`config.mk`:
```
export PLATFORM = sky130hd
export DESIGN_NAME = modem_status_scanner
export DESIGN_NICKNAME = d
export VERILOG_FILES = /design/src/inc/modem_scan_pkg.sv /design/src/core/modem_status_scanner.sv
export VERILOG_INCLUDE_DIRS = /design/src /design/src/inc
export SDC_FILE = /design/constraint.sdc
export NUM_CORES = 1
export LEC_CHECK = 0
export BUFFER_PORTS_ARGS = -buffer_cell sky130_fd_sc_hd__buf_2
export CELL_PAD_IN_SITES_DETAIL_PLACEMENT = 1
export CELL_PAD_IN_SITES_GLOBAL_PLACEMENT = 1
export CORE_MARGIN = 2
export CORE_UTILIZATION = 39
export DETAILED_ROUTE_END_ITERATION = 10
export GPL_ROUTABILITY_DRIVEN = 0
export PLACE_DENSITY_LB_ADDON = 0.08
export SLEW_MARGIN = 5
export SYNTH_ARGS = -nofsm -noshare
export SYNTH_HDL_FRONTEND = slang
export SYNTH_SLANG_ARGS = --single-unit
```
`constraint.sdc`:
```
create_clock -name clk_sys -period 2.91 [get_ports clk_sys]
set_input_delay 0.1455 -clock clk_sys [delete_from_list [all_inputs] [get_ports clk_sys]]
set_output_delay 0.1455 -clock clk_sys [all_outputs]
set_load 0.03 [all_outputs]
```
`src/inc/modem_scan_defines.svh`:
```
`ifndef MODEM_SCAN_DEFINES_SVH
`define MODEM_SCAN_DEFINES_SVH
// Control/status word field positions
`define CSR_LINE_LO 0
`define CSR_LINE_HI 3
`define CSR_BUSY 4
`define CSR_SCANEN 5
`define CSR_INTEN 6
`define CSR_DONE 7
`define CSR_STEP 8
`define CSR_CLRSCAN 11
`define CSR_TRANS_LO 12
`define CSR_TRANS_HI 15
// Reset values
`define LINE_RST 4'h0
`define TRANS_RST 4'h0
// Timing, in nanoseconds, and derived cycle counts at 4 ns
`define CLK_PERIOD_NS 4
`define DWELL_NS 75
`define DWELL_CYC ((`DWELL_NS + `CLK_PERIOD_NS - 1) / `CLK_PERIOD_NS)
`define STOP_NS 1200
`define STOP_CYC (`STOP_NS / `CLK_PERIOD_NS)
`define CLEAR_NS 18800
`define CLEAR_CYC (`CLEAR_NS / `CLK_PERIOD_NS)
`endif

```
`src/inc/modem_scan_pkg.sv`:
```
`default_nettype none
package modem_scan_pkg;
  typedef enum logic [1:0] {
    ST_IDLE = 2'b00,
    ST_SCAN = 2'b01,
    ST_CLEAR = 2'b10
  } scan_state_e;

  // Host access to the control/status word
  typedef struct packed {
    logic wr;
    logic rd;
    logic [15:0] wdata;
  } csr_req_s;

  typedef struct packed {
    scan_state_e state;
    logic [3:0] line;
    logic scanEn;
    logic intEn;
    logic done;
    logic [3:0] trans;
    logic [15:0] dwell;
    logic [3:0] clrIdx;
    logic [15:0] rdata;
    logic stepPend;
  } scan_reg_s;
endpackage
`default_nettype wire

```
`src/core/modem_status_scanner.sv`:
```
// Notes on behaviour
// - Control/status word selects line and mode; line register passes selected line's status.
// - While scan-enable, step over enabled lines comparing status to stored copy.
// - On change: stop, record change in 15..12, keep line, set done, interrupt.
// - Bits 3..0 are a read/write line number, 0 to 15.
// - Line number cleared by reset or scan-clear.
// - Line number is presettable counter; written, or advanced by scan or step.
// - Busy reads one while scanning or a scan-clear runs.
// - Scanning starts only while done is zero; found change sets done.
// - Scanning halts within 1.2 us after scan-enable clears; busy held till then.
// - Scan-enable cleared by reset and scan-clear.
// - Interrupt-enable gates done onto the interrupt; cleared by reset and scan-clear.
// - On done the selected line's current status shows in the line register.
// - Scan-clear clears fields and wipes scan memory within 18.8 us.
// - Step increments line, sets done on change; done does not block it.
`timescale 1ns/1ps
`default_nettype none
`include "modem_scan_defines.svh"

module modem_status_scanner
  import modem_scan_pkg::*;
(
  // Clock and reset
  input wire logic clk_sys,
  input wire logic rst_n,
  // Host access to the control/status word
  input wire csr_req_s csrReq,
  output logic [15:0] csrRdata,
  // Per-line modem status and line-on bits from the line register
  input wire logic [15:0][3:0] modemStatus,
  input wire logic [15:0] lineOn,
  // Selected line towards the line register
  output logic [3:0] selLine,
  output logic [3:0] selStatus,
  // Interrupt request at priority four
  output logic irq
);

  localparam logic [15:0] DWELL = 16'(`DWELL_CYC);
  localparam logic [15:0] CLEARC = 16'(`CLEAR_CYC);
  // Scan halts one cycle after scan-enable drops, far inside the stop budget

  scan_reg_s q, d;
  logic [3:0] scanMem [16];
  logic memWr;
  logic [3:0] memIdx;
  logic [3:0] memVal;

  // Transition on a line relative to the stored copy
  function automatic logic [3:0] changed(input logic [3:0] cur, input logic [3:0] old);
    changed = cur ^ old;
  endfunction

  logic [3:0] curSt;
  logic [3:0] diff;
  logic wrNow;
  // High in the cycle a scan or step records a change
  logic doneSet;
  assign curSt = modemStatus[q.line];
  assign diff = changed(curSt, scanMem[q.line]);
  assign wrNow = csrReq.wr;

  // Next state
  always_comb begin
    d = q;
    memWr = 1'b0;
    memIdx = q.line;
    memVal = curSt;
    doneSet = 1'b0;
    d.dwell = (q.dwell == 16'h0) ? 16'h0 : q.dwell - 16'h1;
    unique case (q.state)
      ST_IDLE: begin
        if (q.scanEn && !q.done) begin
          d.state = ST_SCAN;
          d.dwell = DWELL;
        end
      end
      ST_SCAN: begin
        if (!q.scanEn) begin
          d.state = ST_IDLE;
        end else if (q.dwell == 16'h0) begin
          if (lineOn[q.line] && diff != 4'h0) begin
            d.trans = diff;
            d.done = 1'b1;
            doneSet = 1'b1;
            d.state = ST_IDLE;
            memWr = 1'b1;
          end else begin
            d.line = q.line + 4'h1;
            d.dwell = DWELL;
            memWr = lineOn[q.line];
          end
        end
      end
      ST_CLEAR: begin
        memWr = 1'b1;
        memIdx = q.clrIdx;
        memVal = 4'h0;
        d.clrIdx = q.clrIdx + 4'h1;
        if (q.dwell == 16'h0) begin
          d.state = ST_IDLE;
        end
      end
      default: d.state = ST_IDLE;
    endcase
    // Single step, after the settling time of the new line
    if (q.stepPend && q.dwell == 16'h0 && q.state != ST_CLEAR) begin
      d.stepPend = 1'b0;
      if (lineOn[q.line] && diff != 4'h0) begin
        d.trans = diff;
        d.done = 1'b1;
        doneSet = 1'b1;
        memWr = 1'b1;
        memIdx = q.line;
        memVal = curSt;
      end
    end
    if (wrNow) begin
      d.line = csrReq.wdata[`CSR_LINE_HI:`CSR_LINE_LO];
      d.scanEn = csrReq.wdata[`CSR_SCANEN];
      d.intEn = csrReq.wdata[`CSR_INTEN];
      // A change found in the same cycle wins over the host's clear
      if (!csrReq.wdata[`CSR_DONE] && !doneSet) d.done = 1'b0;
      if (csrReq.wdata[`CSR_STEP]) begin
        d.line = q.line + 4'h1;
        d.stepPend = 1'b1;
        d.dwell = DWELL;
      end
      if (csrReq.wdata[`CSR_CLRSCAN]) begin
        d.line = `LINE_RST;
        d.scanEn = 1'b0;
        d.intEn = 1'b0;
        d.done = 1'b0;
        d.trans = `TRANS_RST;
        d.stepPend = 1'b0;
        d.clrIdx = 4'h0;
        d.dwell = CLEARC;
        d.state = ST_CLEAR;
      end
    end
    d.rdata = {d.trans, 1'b0, 2'b00, 1'b0, d.done, d.intEn, d.scanEn,
               (d.state != ST_IDLE), d.line};
  end

  always_ff @(posedge clk_sys or negedge rst_n) begin
    if (!rst_n) begin
      q <= '{state: ST_IDLE, line: `LINE_RST, scanEn: 1'b0, intEn: 1'b0, done: 1'b0,
             trans: `TRANS_RST, dwell: 16'h0, clrIdx: 4'h0, rdata: 16'h0, stepPend: 1'b0};
    end else begin
      q <= d;
    end
  end

  // Scan memory, no reset: wiped by scan-clear
  always_ff @(posedge clk_sys) begin
    if (memWr) scanMem[memIdx] <= memVal;
  end

  assign csrRdata = q.rdata;
  assign selLine = q.line;
  assign selStatus = curSt;
  assign irq = q.done && q.intEn;
endmodule
`default_nettype wire

```
* Word level (Yosys, flattened, before mapping)
Memories as Yosys holds them, arrays and structs flattened.
Index checks and enable logic that the tools add are counted.
** Cells by class
- Equal/unequal tests :: 3
- Muxes and demuxes :: 53
- Add/sub/neg operators :: 3
- Bitwise logic cells :: 1
- $lt $le $gt $ge :: 1
- Reduce and logical (&&, ||, !) cells :: 13
** Operators by type and width (count)
- $mux W33 :: 2
- $mux W16 :: 4
- $mux W4 :: 12
- $mux W21 :: 2
- $pmux W16 S2 :: 1
- $mux W5 :: 4
- $mux W1 :: 19
- $bmux W4 S4 :: 1
- $logic_not A16 Y1 :: 1
- $sub A16 B1 Y16 const B :: 1
- $add A4 B1 Y4 const B :: 2
- $mux W2 :: 4
- $logic_and A1 B1 Y1 :: 6
- $mux W6 :: 1
- $pmux W2 S3 :: 1
- $lt A4 B5 Y1 const B :: 1
- $bmux W1 S4 :: 1
- $reduce_bool A4 Y1 :: 1
- $xor A4 B4 Y4 :: 1
- $logic_not A1 Y1 :: 3
- $eq A2 B1 Y1 const B :: 1
- $eq A2 B2 Y1 const B :: 1
- $logic_not A2 Y1 :: 1
- $ne A2 B2 Y1 const B :: 1
- other kinds (2) :: 2
** Storage, ports and cells
- Logic and storage cells :: 85
- Input bits :: 100
- Register bits :: 46
- Bits in writable memories :: 64
- Output and inout port bits :: 25
- Memories :: 1
** Memory list
- scanMem :: depth 16, width 4, read ports 1, clocked after Yosys merged registers in 0, wr ports 1, RTL line modem_status_scanner.sv:44 : logic [3:0] scanMem [16];

* Longest topological paths before layout
Gate-level depths: netlist of run 1.
- Depth in word-level cells :: 17
- Mapped depth :: 10
- Mapped depth without buffers :: 8

* Worst setup path after synthesis of run 1
No wires, ideal clock.
- Kind :: register to register
- Start point :: register q, in the netlist selLine[0]
- End point :: memory scanMem[15][0], enable pin
- Slack :: -0.480 ns
- Arrival time :: 3.028 ns
- Stages on the path, launching flop included :: 11
- Required time :: 2.549 ns
- Buffers on the path :: 3
- Setup time :: 0.361 ns
- Clock period less this slack :: 3.390 ns
- Path through :: dfrtp_1 buf_6 buf_4 mux4_2 a22oi_1 nand2_1 xor2_1 o41ai_4 a2bb2oi_4 buf_6 nor3_1
** On the way
- Word-level cells in the longest chain between the ends :: 13
- Elaborated cells between the ends (all ways) :: 19
- Those cells by class :: mux: 15; bitwise: 1; reduce/logical: 2; memory: 1
** Ends and longest elaborated chain
- from (decl) :: RTL line modem_status_scanner.sv:43 : scan_reg_s q, d;
- from (signal assigned) :: RTL line modem_status_scanner.sv:147 : q <= '{state: ST_IDLE, line: `LINE_RST, scanEn: 1'b0, intEn: 1'b0, done: 1'b0,
- $bmux W4 S4 (*) :: RTL line modem_status_scanner.sv:59 : assign curSt = modemStatus[q.line];
- $mux W4 (implied by the code) (*) :: RTL line modem_status_scanner.sv:59
- via selStatus[1] :: RTL line modem_status_scanner.sv:34 : output logic [3:0] selStatus,
- $xor A4 B4 Y4 (*) :: RTL line modem_status_scanner.sv:51 : changed = cur ^ old;
- $reduce_bool A4 Y1 (*) :: RTL line modem_status_scanner.sv:82, modem_status_scanner.sv:109
- $logic_and A1 B1 Y1 (*) :: RTL line modem_status_scanner.sv:82, modem_status_scanner.sv:109
- $mux W1 :: RTL line modem_status_scanner.sv:82 : if (lineOn[q.line] && diff != 4'h0) begin
- $mux W1 :: RTL line modem_status_scanner.sv:81 : end else if (q.dwell == 16'h0) begin
- $mux W1 :: RTL line modem_status_scanner.sv:79 : if (!q.scanEn) begin
- $pmux W1 S2 :: RTL line modem_status_scanner.sv:71 : unique case (q.state)
- $mux W1 :: RTL line modem_status_scanner.sv:109 : if (lineOn[q.line] && diff != 4'h0) begin
- $mux W1 :: RTL line modem_status_scanner.sv:107 : if (q.stepPend && q.dwell == 16'h0 && q.state != ST_CLEAR) begin
- $mux W1 :: RTL line modem_status_scanner.sv:156 : if (memWr) scanMem[memIdx] <= memVal;
- $mux W1 (implied by the code) :: RTL line modem_status_scanner.sv:156
- to (decl) :: RTL line modem_status_scanner.sv:44
The timed path passes the listed nets; every way through them passes the cells marked *. The select of a mux whose other input is x is not followed.

* Final worst setup path of run 1
- Start point :: register q, in the netlist selLine[0]
- End point :: memory scanMem[13][3], enable pin
** On the way
- Word-level cells in the longest chain between the ends :: 13
- Elaborated cells between the ends (all ways) :: 19
- Those cells by class :: mux: 15; bitwise: 1; reduce/logical: 2; memory: 1
** Ends and longest elaborated chain (RTL line)
- $bmux W4 S4 :: modem_status_scanner.sv:59
- $mux W4 (implied by the code) :: modem_status_scanner.sv:59
- $xor A4 B4 Y4 :: modem_status_scanner.sv:51
- $reduce_bool A4 Y1 :: modem_status_scanner.sv:82, modem_status_scanner.sv:109
- $logic_and A1 B1 Y1 :: modem_status_scanner.sv:82, modem_status_scanner.sv:109
- $mux W1 :: modem_status_scanner.sv:82
- $mux W1 :: modem_status_scanner.sv:81
- $mux W1 :: modem_status_scanner.sv:79
- $pmux W1 S2 :: modem_status_scanner.sv:71
- $mux W1 :: modem_status_scanner.sv:109
- $mux W1 :: modem_status_scanner.sv:107
- $mux W1 :: modem_status_scanner.sv:156
- $mux W1 (implied by the code) :: modem_status_scanner.sv:156
Several ways; a longest one is shown, not always the timed one. The select of a mux whose other input is x is not followed.

==> parameters.txt, run 1 <==
Parameter                              Value

Run status
  Run status ... finished with violations
  Violated checks ... negative setup slack

Die
  Number of cell rows ... 43
  Area of the die ... 14800 um2
  Floorplan die width ... 122 um
  Boundary Pins ... 125
  Core region area ... approximately 14000 um2
  Starting density of the core ... 0.394
  Y dimension of the die ... 122 um

Global route
  Gr usage total ... 0.221
  Number of antenna violations at the first check in global routing ... 0
  Global-route wire length before repair ... 24.2 mm
  Number of global-route vias before repair ... around 4300
  Global route overflow ... 0
  Pin count of the biggest net entering global routing ... 36

Timing
  Final number of setup-violating endpoints ... 66
  Max_slew headroom ... 0.268
  Tcrit/Tclk final ... 1.05
  Crit path setup slack, layout ... -0.135 ns
  Max Clock Skew ... 0.0117 ns
  Final period demand of the worst path ... between 3 and 4 ns
  Final Hold Viols ... 0
  Maximum frequency from static timing analysis ... about 330 MHz
  Worst Hold Margin ... approximately 0.011 ns
  Worst-margin pin slew ... 1.10 ns
  Setup repair after global routing missed its margin ... true
  Number of pins exceeding their max-slew limit in the final report ... 0

Final layout
  Seq. cell area ... around 2800 um2
  Fillcell total ... 1462
  Share of post-route cells with drive strength above 1 ... 0.478
  Inserted Diodes ... 0
  Area used by multi-input combinational logic ... 2530 um2
  Area added between synthesis and finish ... 31.2%
  Number of nets in the layout ... ~700

Critical path
  Start point of the critical path ... selLine[0]$_DFFE_PN0P_
  Dominant cell type by count on the critical path ... buf_12
  Startpoint of the lowest-slack register-to-register path ... selLine[0]$_DFFE_PN0P_
  Critical Path Slowest Stage Cell ... mux4_2
  Worst Setup Path Type ... reg2reg
  Arrival time of the worst setup path ... 3.16 ns
  Largest driver fanout on the critical path ... 16
  Crit path required time ... around 3.0 ns
  Element type at the critical path start ... flop
  Critical path, cell by cell ... buf_12 > buf_12 > mux4_2 > a22oi_2 > nand2_4 > xor2_2 > o41ai_4 > a2bb2oi_4 > buf_12 > nor3_1 > buf_4
  Crit end category ... flop
  Crit-path max cell delay ... around 0.52 ns

Detailed routing
  Number of nets still failing antenna checks after routing ... 0
  Wire length after detailed routing ... 15.4 mm
  Pre-antenna DRT Iters ... 4
  Vias after detailed routing ... 4048
  Drt drc ... 0
  Wirelength per Cell ... 20.3 um
  Iteration-0 DRC Markers ... 254
  Routed vias/inst ... 5.33

Synthesis
  Most frequently used cell type in the post-synthesis netlist ... edfxtp_1
  Most used standard cells in the synthesized netlist ... edfxtp_1 (64), mux4_2 (37), dfrtp_1 (35)
  Mapped Avg Cell Area ... 12.9 um2
  Count of state elements after synthesis ... 99
  Post-synthesis cell area ... 5410 um2
  Share of synthesized area occupied by flip-flops and latches ... 0.517
  Proportion of register bits with asynchronous set or reset after synthesis ... 0.354
  Number of distinct library cells after synthesis ... 49
  Synthesis warning total ... 0
  Number of enable flip-flop cells after synthesis ... 64
  Primary flip-flop cell chosen by synthesis mapping ... edfxtp_1
  Post-Synthesis Cells ... between 400 and 500
  Area share of the leading cell type in the synthesized netlist ... 0.355
  Cells taking the most area after synthesis ... edfxtp_1 (36%), dfrtp_1 (16%), mux4_2 (15%), buf_4 (2.9%), a21oi_1 (2.2%)
  Area leader, netlist ... edfxtp_1

Placed design
  Count of input and output buffers ... 112
  Final HPWL DP ... between 10 and 15 mm
  Post-Place Worst Slack ... -0.211 ns

Power
  Static leakage power ... 2.85 nW
  Areal power density over the cells ... between 800 and 900 nW/um2
  Maximum ir drop on the vdd rail ... roughly 0.35 mV

CTS
  Total clock buffers created by CTS ... 9
  Latest clock arrival within the worst-skew pair ... 0.35 ns
  Number of sinks handled by clock tree synthesis ... about 100
  Deepest level of the CTS H-tree ... 3
  Maximum clock insertion buffer count ... 2
  CTS tree ... yes
  Root Driver ... clkbuf_16
  Clock-pin slew on the worst setup and hold paths ... 0.07 ns

Min path
  Origin of the worst min-delay path ... csrReq[5]
  Path class of the lowest-slack min-delay path ... in2reg

Run
  Max capacitance violation total ... 0
## critical path: cells and delay by family, from the launching register on
kind | cells | cell delay, ns
xor gates and xnor gates | 1 | 0.20
muxes | 1 | 0.52
AOI/OAI and AO/OA | 3 | 0.84
DFF | 1 | 0.40
buffers and inverters | 4 | 0.64
and+or+nand+nor | 2 | 0.18
## through the flow
stage | std cells | TNS [ns] | cell area, um2 | util | power, mW
4_1_cts | 758 | -8.07 | 7060 | 0.515 | 5.96
6_report | 759 | -6.69 | 7100 | 0.518 | 5.92
2_1_floorplan | 424 | -6.20 | 5560 | - | 3.53
5_1_grt | 759 | -14.53 | 7100 | 0.518 | 6.25
3_5_place_dp | 728 | -12.25 | 6540 | 0.477 | 4.50
3_3_place_gp | 728 | -8.62 | 6540 | 0.476 | 4.46
## worst paths after layout
kind,to,slack [ns],depth (start not counted)
worst max-delay path,scanMem[13][3]$_DFFE_PP_,-0.13,11
max in group asynchronous,selLine[0]$_DFFE_PN0P_,1.87,2
worst min register to register,q[34]$_DFF_PN0_,0.54,2
min in group asynchronous,selLine[1]$_DFFE_PN0P_,0.43,2
worst max register to register,scanMem[13][3]$_DFFE_PP_,-0.13,11
worst min-delay path,csrRdata[5]$_DFFE_PN0P_,0.01,3
## final cells by class
cell class,instances,share of cell area
inverters,12,0.00634
well taps,180,0.0317
clock buffers,11,0.0328
clock inverters,5,0.0109
repair buffers,182,0.168
multi-input cells,270,0.356
flip-flops and latches,99,0.394
## cells by family after synthesis
kind of cell / after synthesis / share of synthesized area
and+or+nand+nor: 119 / 0.105
DFF: 99 / 0.517
AOI/OAI and AO/OA: 77 / 0.105
buffers and inverters: 55 / 0.0587
muxes: 40 / 0.160
xor gates and xnor gates: 22 / 0.0356
adders and majority gates: 8 / 0.0185
other: 1 / 0.000693
## layer usage
layer | up-vias | part of all wire | track usage
li1 | 1862 | - | -
met1 | 2035 | 0.45 | 0.299
met2 | 127 | 0.47 | 0.355
met3 | 24 | 0.059 | 0.0393
met4 | 0 | 0.023 | 0.0841
met5 | - | 0 | 0
## layout by cell type (no fill, tap or decap), drive strengths merged, types with 5 or more instances in the layout
| cell type | instances |
|---|---|
| buf | 181 |
| edfxtp | 64 |
| mux4 | 37 |
| dfrtp | 35 |
| nor2 | 31 |
| nand2 | 29 |
| a21oi | 24 |
| nor3 | 23 |
| o21ai | 19 |
| a22oi | 16 |
| inv | 12 |
| xor2 | 12 |
| clkbuf | 11 |
| xnor2 | 10 |
| nand3 | 9 |
| ha | 8 |
| and2 | 5 |
## timing repair
| action | 4_1_cts | 5_1_grt |
|---|---|---|
| setup endpoints to repair | 72 | 75 |
| pin swaps | 5 | 5 |
| setup buffers | 13 | 3 |
| endpoints found under the hold margin | 35 | 0 |
| gates resized for setup | 15 | 8 |
| hold buffers | 1 | 0 |
## sequential cells by signal, indices dropped and copies added (netlist names)
| signal | flops |
|---|---|
| csrRdata | 6 |
| q | 26 |
| scanMem | 64 |
| selLine | 3 |
## where the power goes
group          leakage (nW)  switching [mW]  internal, mW
clock network         0.151           0.511         0.751
logic                  1.67            1.59          1.14
registers              1.03           0.119          1.80
No activity file was read; power rests on OpenSTA's default activity.
==> run 2, diff against run 1 <==
Settings changed: REMOVE_ABC_BUFFERS from default to 1, SLEW_MARGIN 5 to default.
==> parameters.txt, run 2 (synthesis gave the netlist of run 1 again) <==
Parameter                              Value

Run status
  Run status ... finished with violations
  Violated checks ... negative setup slack

Global route
  Global route overflow ... 0
  Pin count of the biggest net entering global routing ... 36
  Gr usage total ... 0.226
  Global-route wire length before repair ... 24.9 mm
  Number of global-route vias before repair ... 4376
  Number of antenna violations at the first check in global routing ... 0

CTS
  Number of sinks handled by clock tree synthesis ... 99
  Root Driver ... clkbuf_16
  Total clock buffers created by CTS ... 9
  Deepest level of the CTS H-tree ... 3
  Clock-pin slew on the worst setup and hold paths ... 0.07 ns
  Maximum clock insertion buffer count ... 2
  CTS tree ... yes
  Latest clock arrival within the worst-skew pair ... between 0.3 and 0.4 ns

Timing
  Max Clock Skew ... 0.00821 ns
  Setup Total Neg Slack ... -5.94 ns
  Setup repair after global routing missed its margin ... true
  Number of pins exceeding their max-slew limit in the final report ... 0
  Maximum frequency from static timing analysis ... 332 MHz
  Final period demand of the worst path ... about 3.0 ns
  Worst-margin pin slew ... 0.910 ns
  Max_slew headroom ... 0.393
  Final number of setup-violating endpoints ... 67
  Crit path setup slack, layout ... -0.102 ns
  Final Hold Viols ... 0
  Tcrit/Tclk final ... 1.04
  Worst Hold Margin ... between 0.01 and 0.015 ns

Final layout
  Most common cell after layout, fill and taps aside ... buf_2
  Share of post-route cells with drive strength above 1 ... 0.476
  Highest-count cells in the layout ignoring fill and taps ... buf_2 (112), edfxtp_1 (64), buf_4 (61), mux4_2 (37), dfrtp_1 (34)
  Inserted Diodes ... 0
  Largest register FFs ... 64
  Area added between synthesis and finish ... 29.9%
  Fillcell total ... 1459
  Number of nets in the layout ... 683
  Final design utilization ... 0.512
  Final std cell area, no fill ... ~7000 um2
  Largest Register ... scanMem

Placed design
  Count of input and output buffers ... 112
  Placed cell area ... 6400 um2
  Final HPWL DP ... 11.2 mm

Die
  Floorplan die width ... about 120 um
  Area of the die ... 14800 um2
  Starting density of the core ... 0.394
  Boundary Pins ... 125
  Y dimension of the die ... 122 um
  Core region area ... 13700 um2
  Number of cell rows ... 43

Detailed routing
  Pre-antenna DRT Iters ... 4
  Routed vias/inst ... 5.28
  Number of nets still failing antenna checks after routing ... 0
  Wirelength per Cell ... between 20 and 25 um
  Drt drc ... 0
  Iteration-0 DRC Markers ... 208
  Wire length after detailed routing ... 15.8 mm
  Total length of routed met3 wires ... ~580 um
  Met1 wire length ... about 6.9 mm
  Highest routed metal layer ... met4
  Vias after detailed routing ... ~4000
  WL met2 ... 8.09 mm

Power
  Areal power density over the cells ... 820 nW/um2
  Static leakage power ... 2.85 nW
  Maximum ir drop on the vdd rail ... 0.437 mV

Critical path
  Crit path required time ... 3.03 ns
  Largest driver fanout on the critical path ... 16
  Element type at the critical path start ... flop
  Worst Setup Path Type ... reg2reg
  Arrival time of the worst setup path ... about 3.1 ns
  Crit end category ... flop

Run
  Max capacitance violation total ... 0

Min path
  Path class of the lowest-slack min-delay path ... in2reg
[run 2: cell types whose count changed in the layout (fill, tap and decap cells not counted), sizes merged]
cell    change
bufinv      -2
inv         +5
clkbuf      -2
buf         +1
clkinv      -1
[run 2: metal layers]
metal / vias up / track usage
met3: 19 / 0.0360
met4: 0 / 0.0625
met1: 2045 / 0.298
met2: 85 / 0.388
li1: 1867 / -
met5: - / 0
[run 2: per-stage QoR]
| step | worst slack (ns) | instances | total power, mW |
|---|---|---|---|
| after global placement | -0.311 | 731 | 4.30 |
| final | -0.102 | 760 | 5.76 |
| after CTS | -0.0927 | 756 | 5.65 |
| after global routing | -0.188 | 760 | 6.07 |
| after floorplan | -1.89 | 381 | 3.30 |
| after detailed placement | -0.358 | 731 | 4.33 |
[run 2: cell type report]
class,instances,area [um2],share of cell area
clock buffer,9,225,0.0321
inverter,12,45.0,0.00641
sequential,99,2800,0.398
tap,180,225,0.0321
clock inverter,7,57.6,0.00819
multi-input combinational,270,2470,0.351
timing repair buffer,183,1210,0.172
[run 2: power by group]
| group | internal (mW) | switching [mW] | total [mW] |
|---|---|---|---|
| sequential | 1.80 | 0.126 | 1.92 |
| combinational | 1.14 | 1.54 | 2.68 |
| clock | 0.597 | 0.565 | 1.16 |
| total | 3.53 | 2.23 | 5.76 |
[run 2: final timing paths]
path	startpoint	endpoint	slack, ns	cells past startpoint
max in group asynchronous	rst_n	selLine[0]$_DFFE_PN0P_	1.93	2
hold / removal	csrReq[6]	csrRdata[6]$_DFFE_PN0P_	0.01	3
setup / recovery	selLine[0]$_DFFE_PN0P_	scanMem[15][2]$_DFFE_PP_	-0.10	11
hold reg to reg	q[34]$_DFF_PN0_	q[34]$_DFF_PN0_	0.53	2
min in group asynchronous	rst_n	selLine[2]$_DFFE_PN0P_	0.43	2
setup reg to reg	selLine[0]$_DFFE_PN0P_	scanMem[15][2]$_DFFE_PP_	-0.10	11
[run 2: what timing repair did]
| item | in CTS | in global routing |
|---|---|---|
| hold buffers | 1 | 0 |
| cloned | 2 | 0 |
| hold endpoints to repair | 35 | 0 |
| gates resized for setup | 20 | 22 |
| endpoints found under the setup margin | 73 | 78 |
| buffers inserted | 6 | 5 |
| pin swaps | 5 | 7 |
[run 2: critical path: stages, from the launching register on]
cell and delay, ns:
dfrtp_2 0.41, buf_12 0.14, buf_16 0.14, mux4_2 0.52
a22oi_2 0.18, nand2_2 0.14, xor2_4 0.22, o41ai_4 0.41
a2bb2oi_4 0.19, buf_12 0.16, nor3_1 0.06, buf_4 0.18
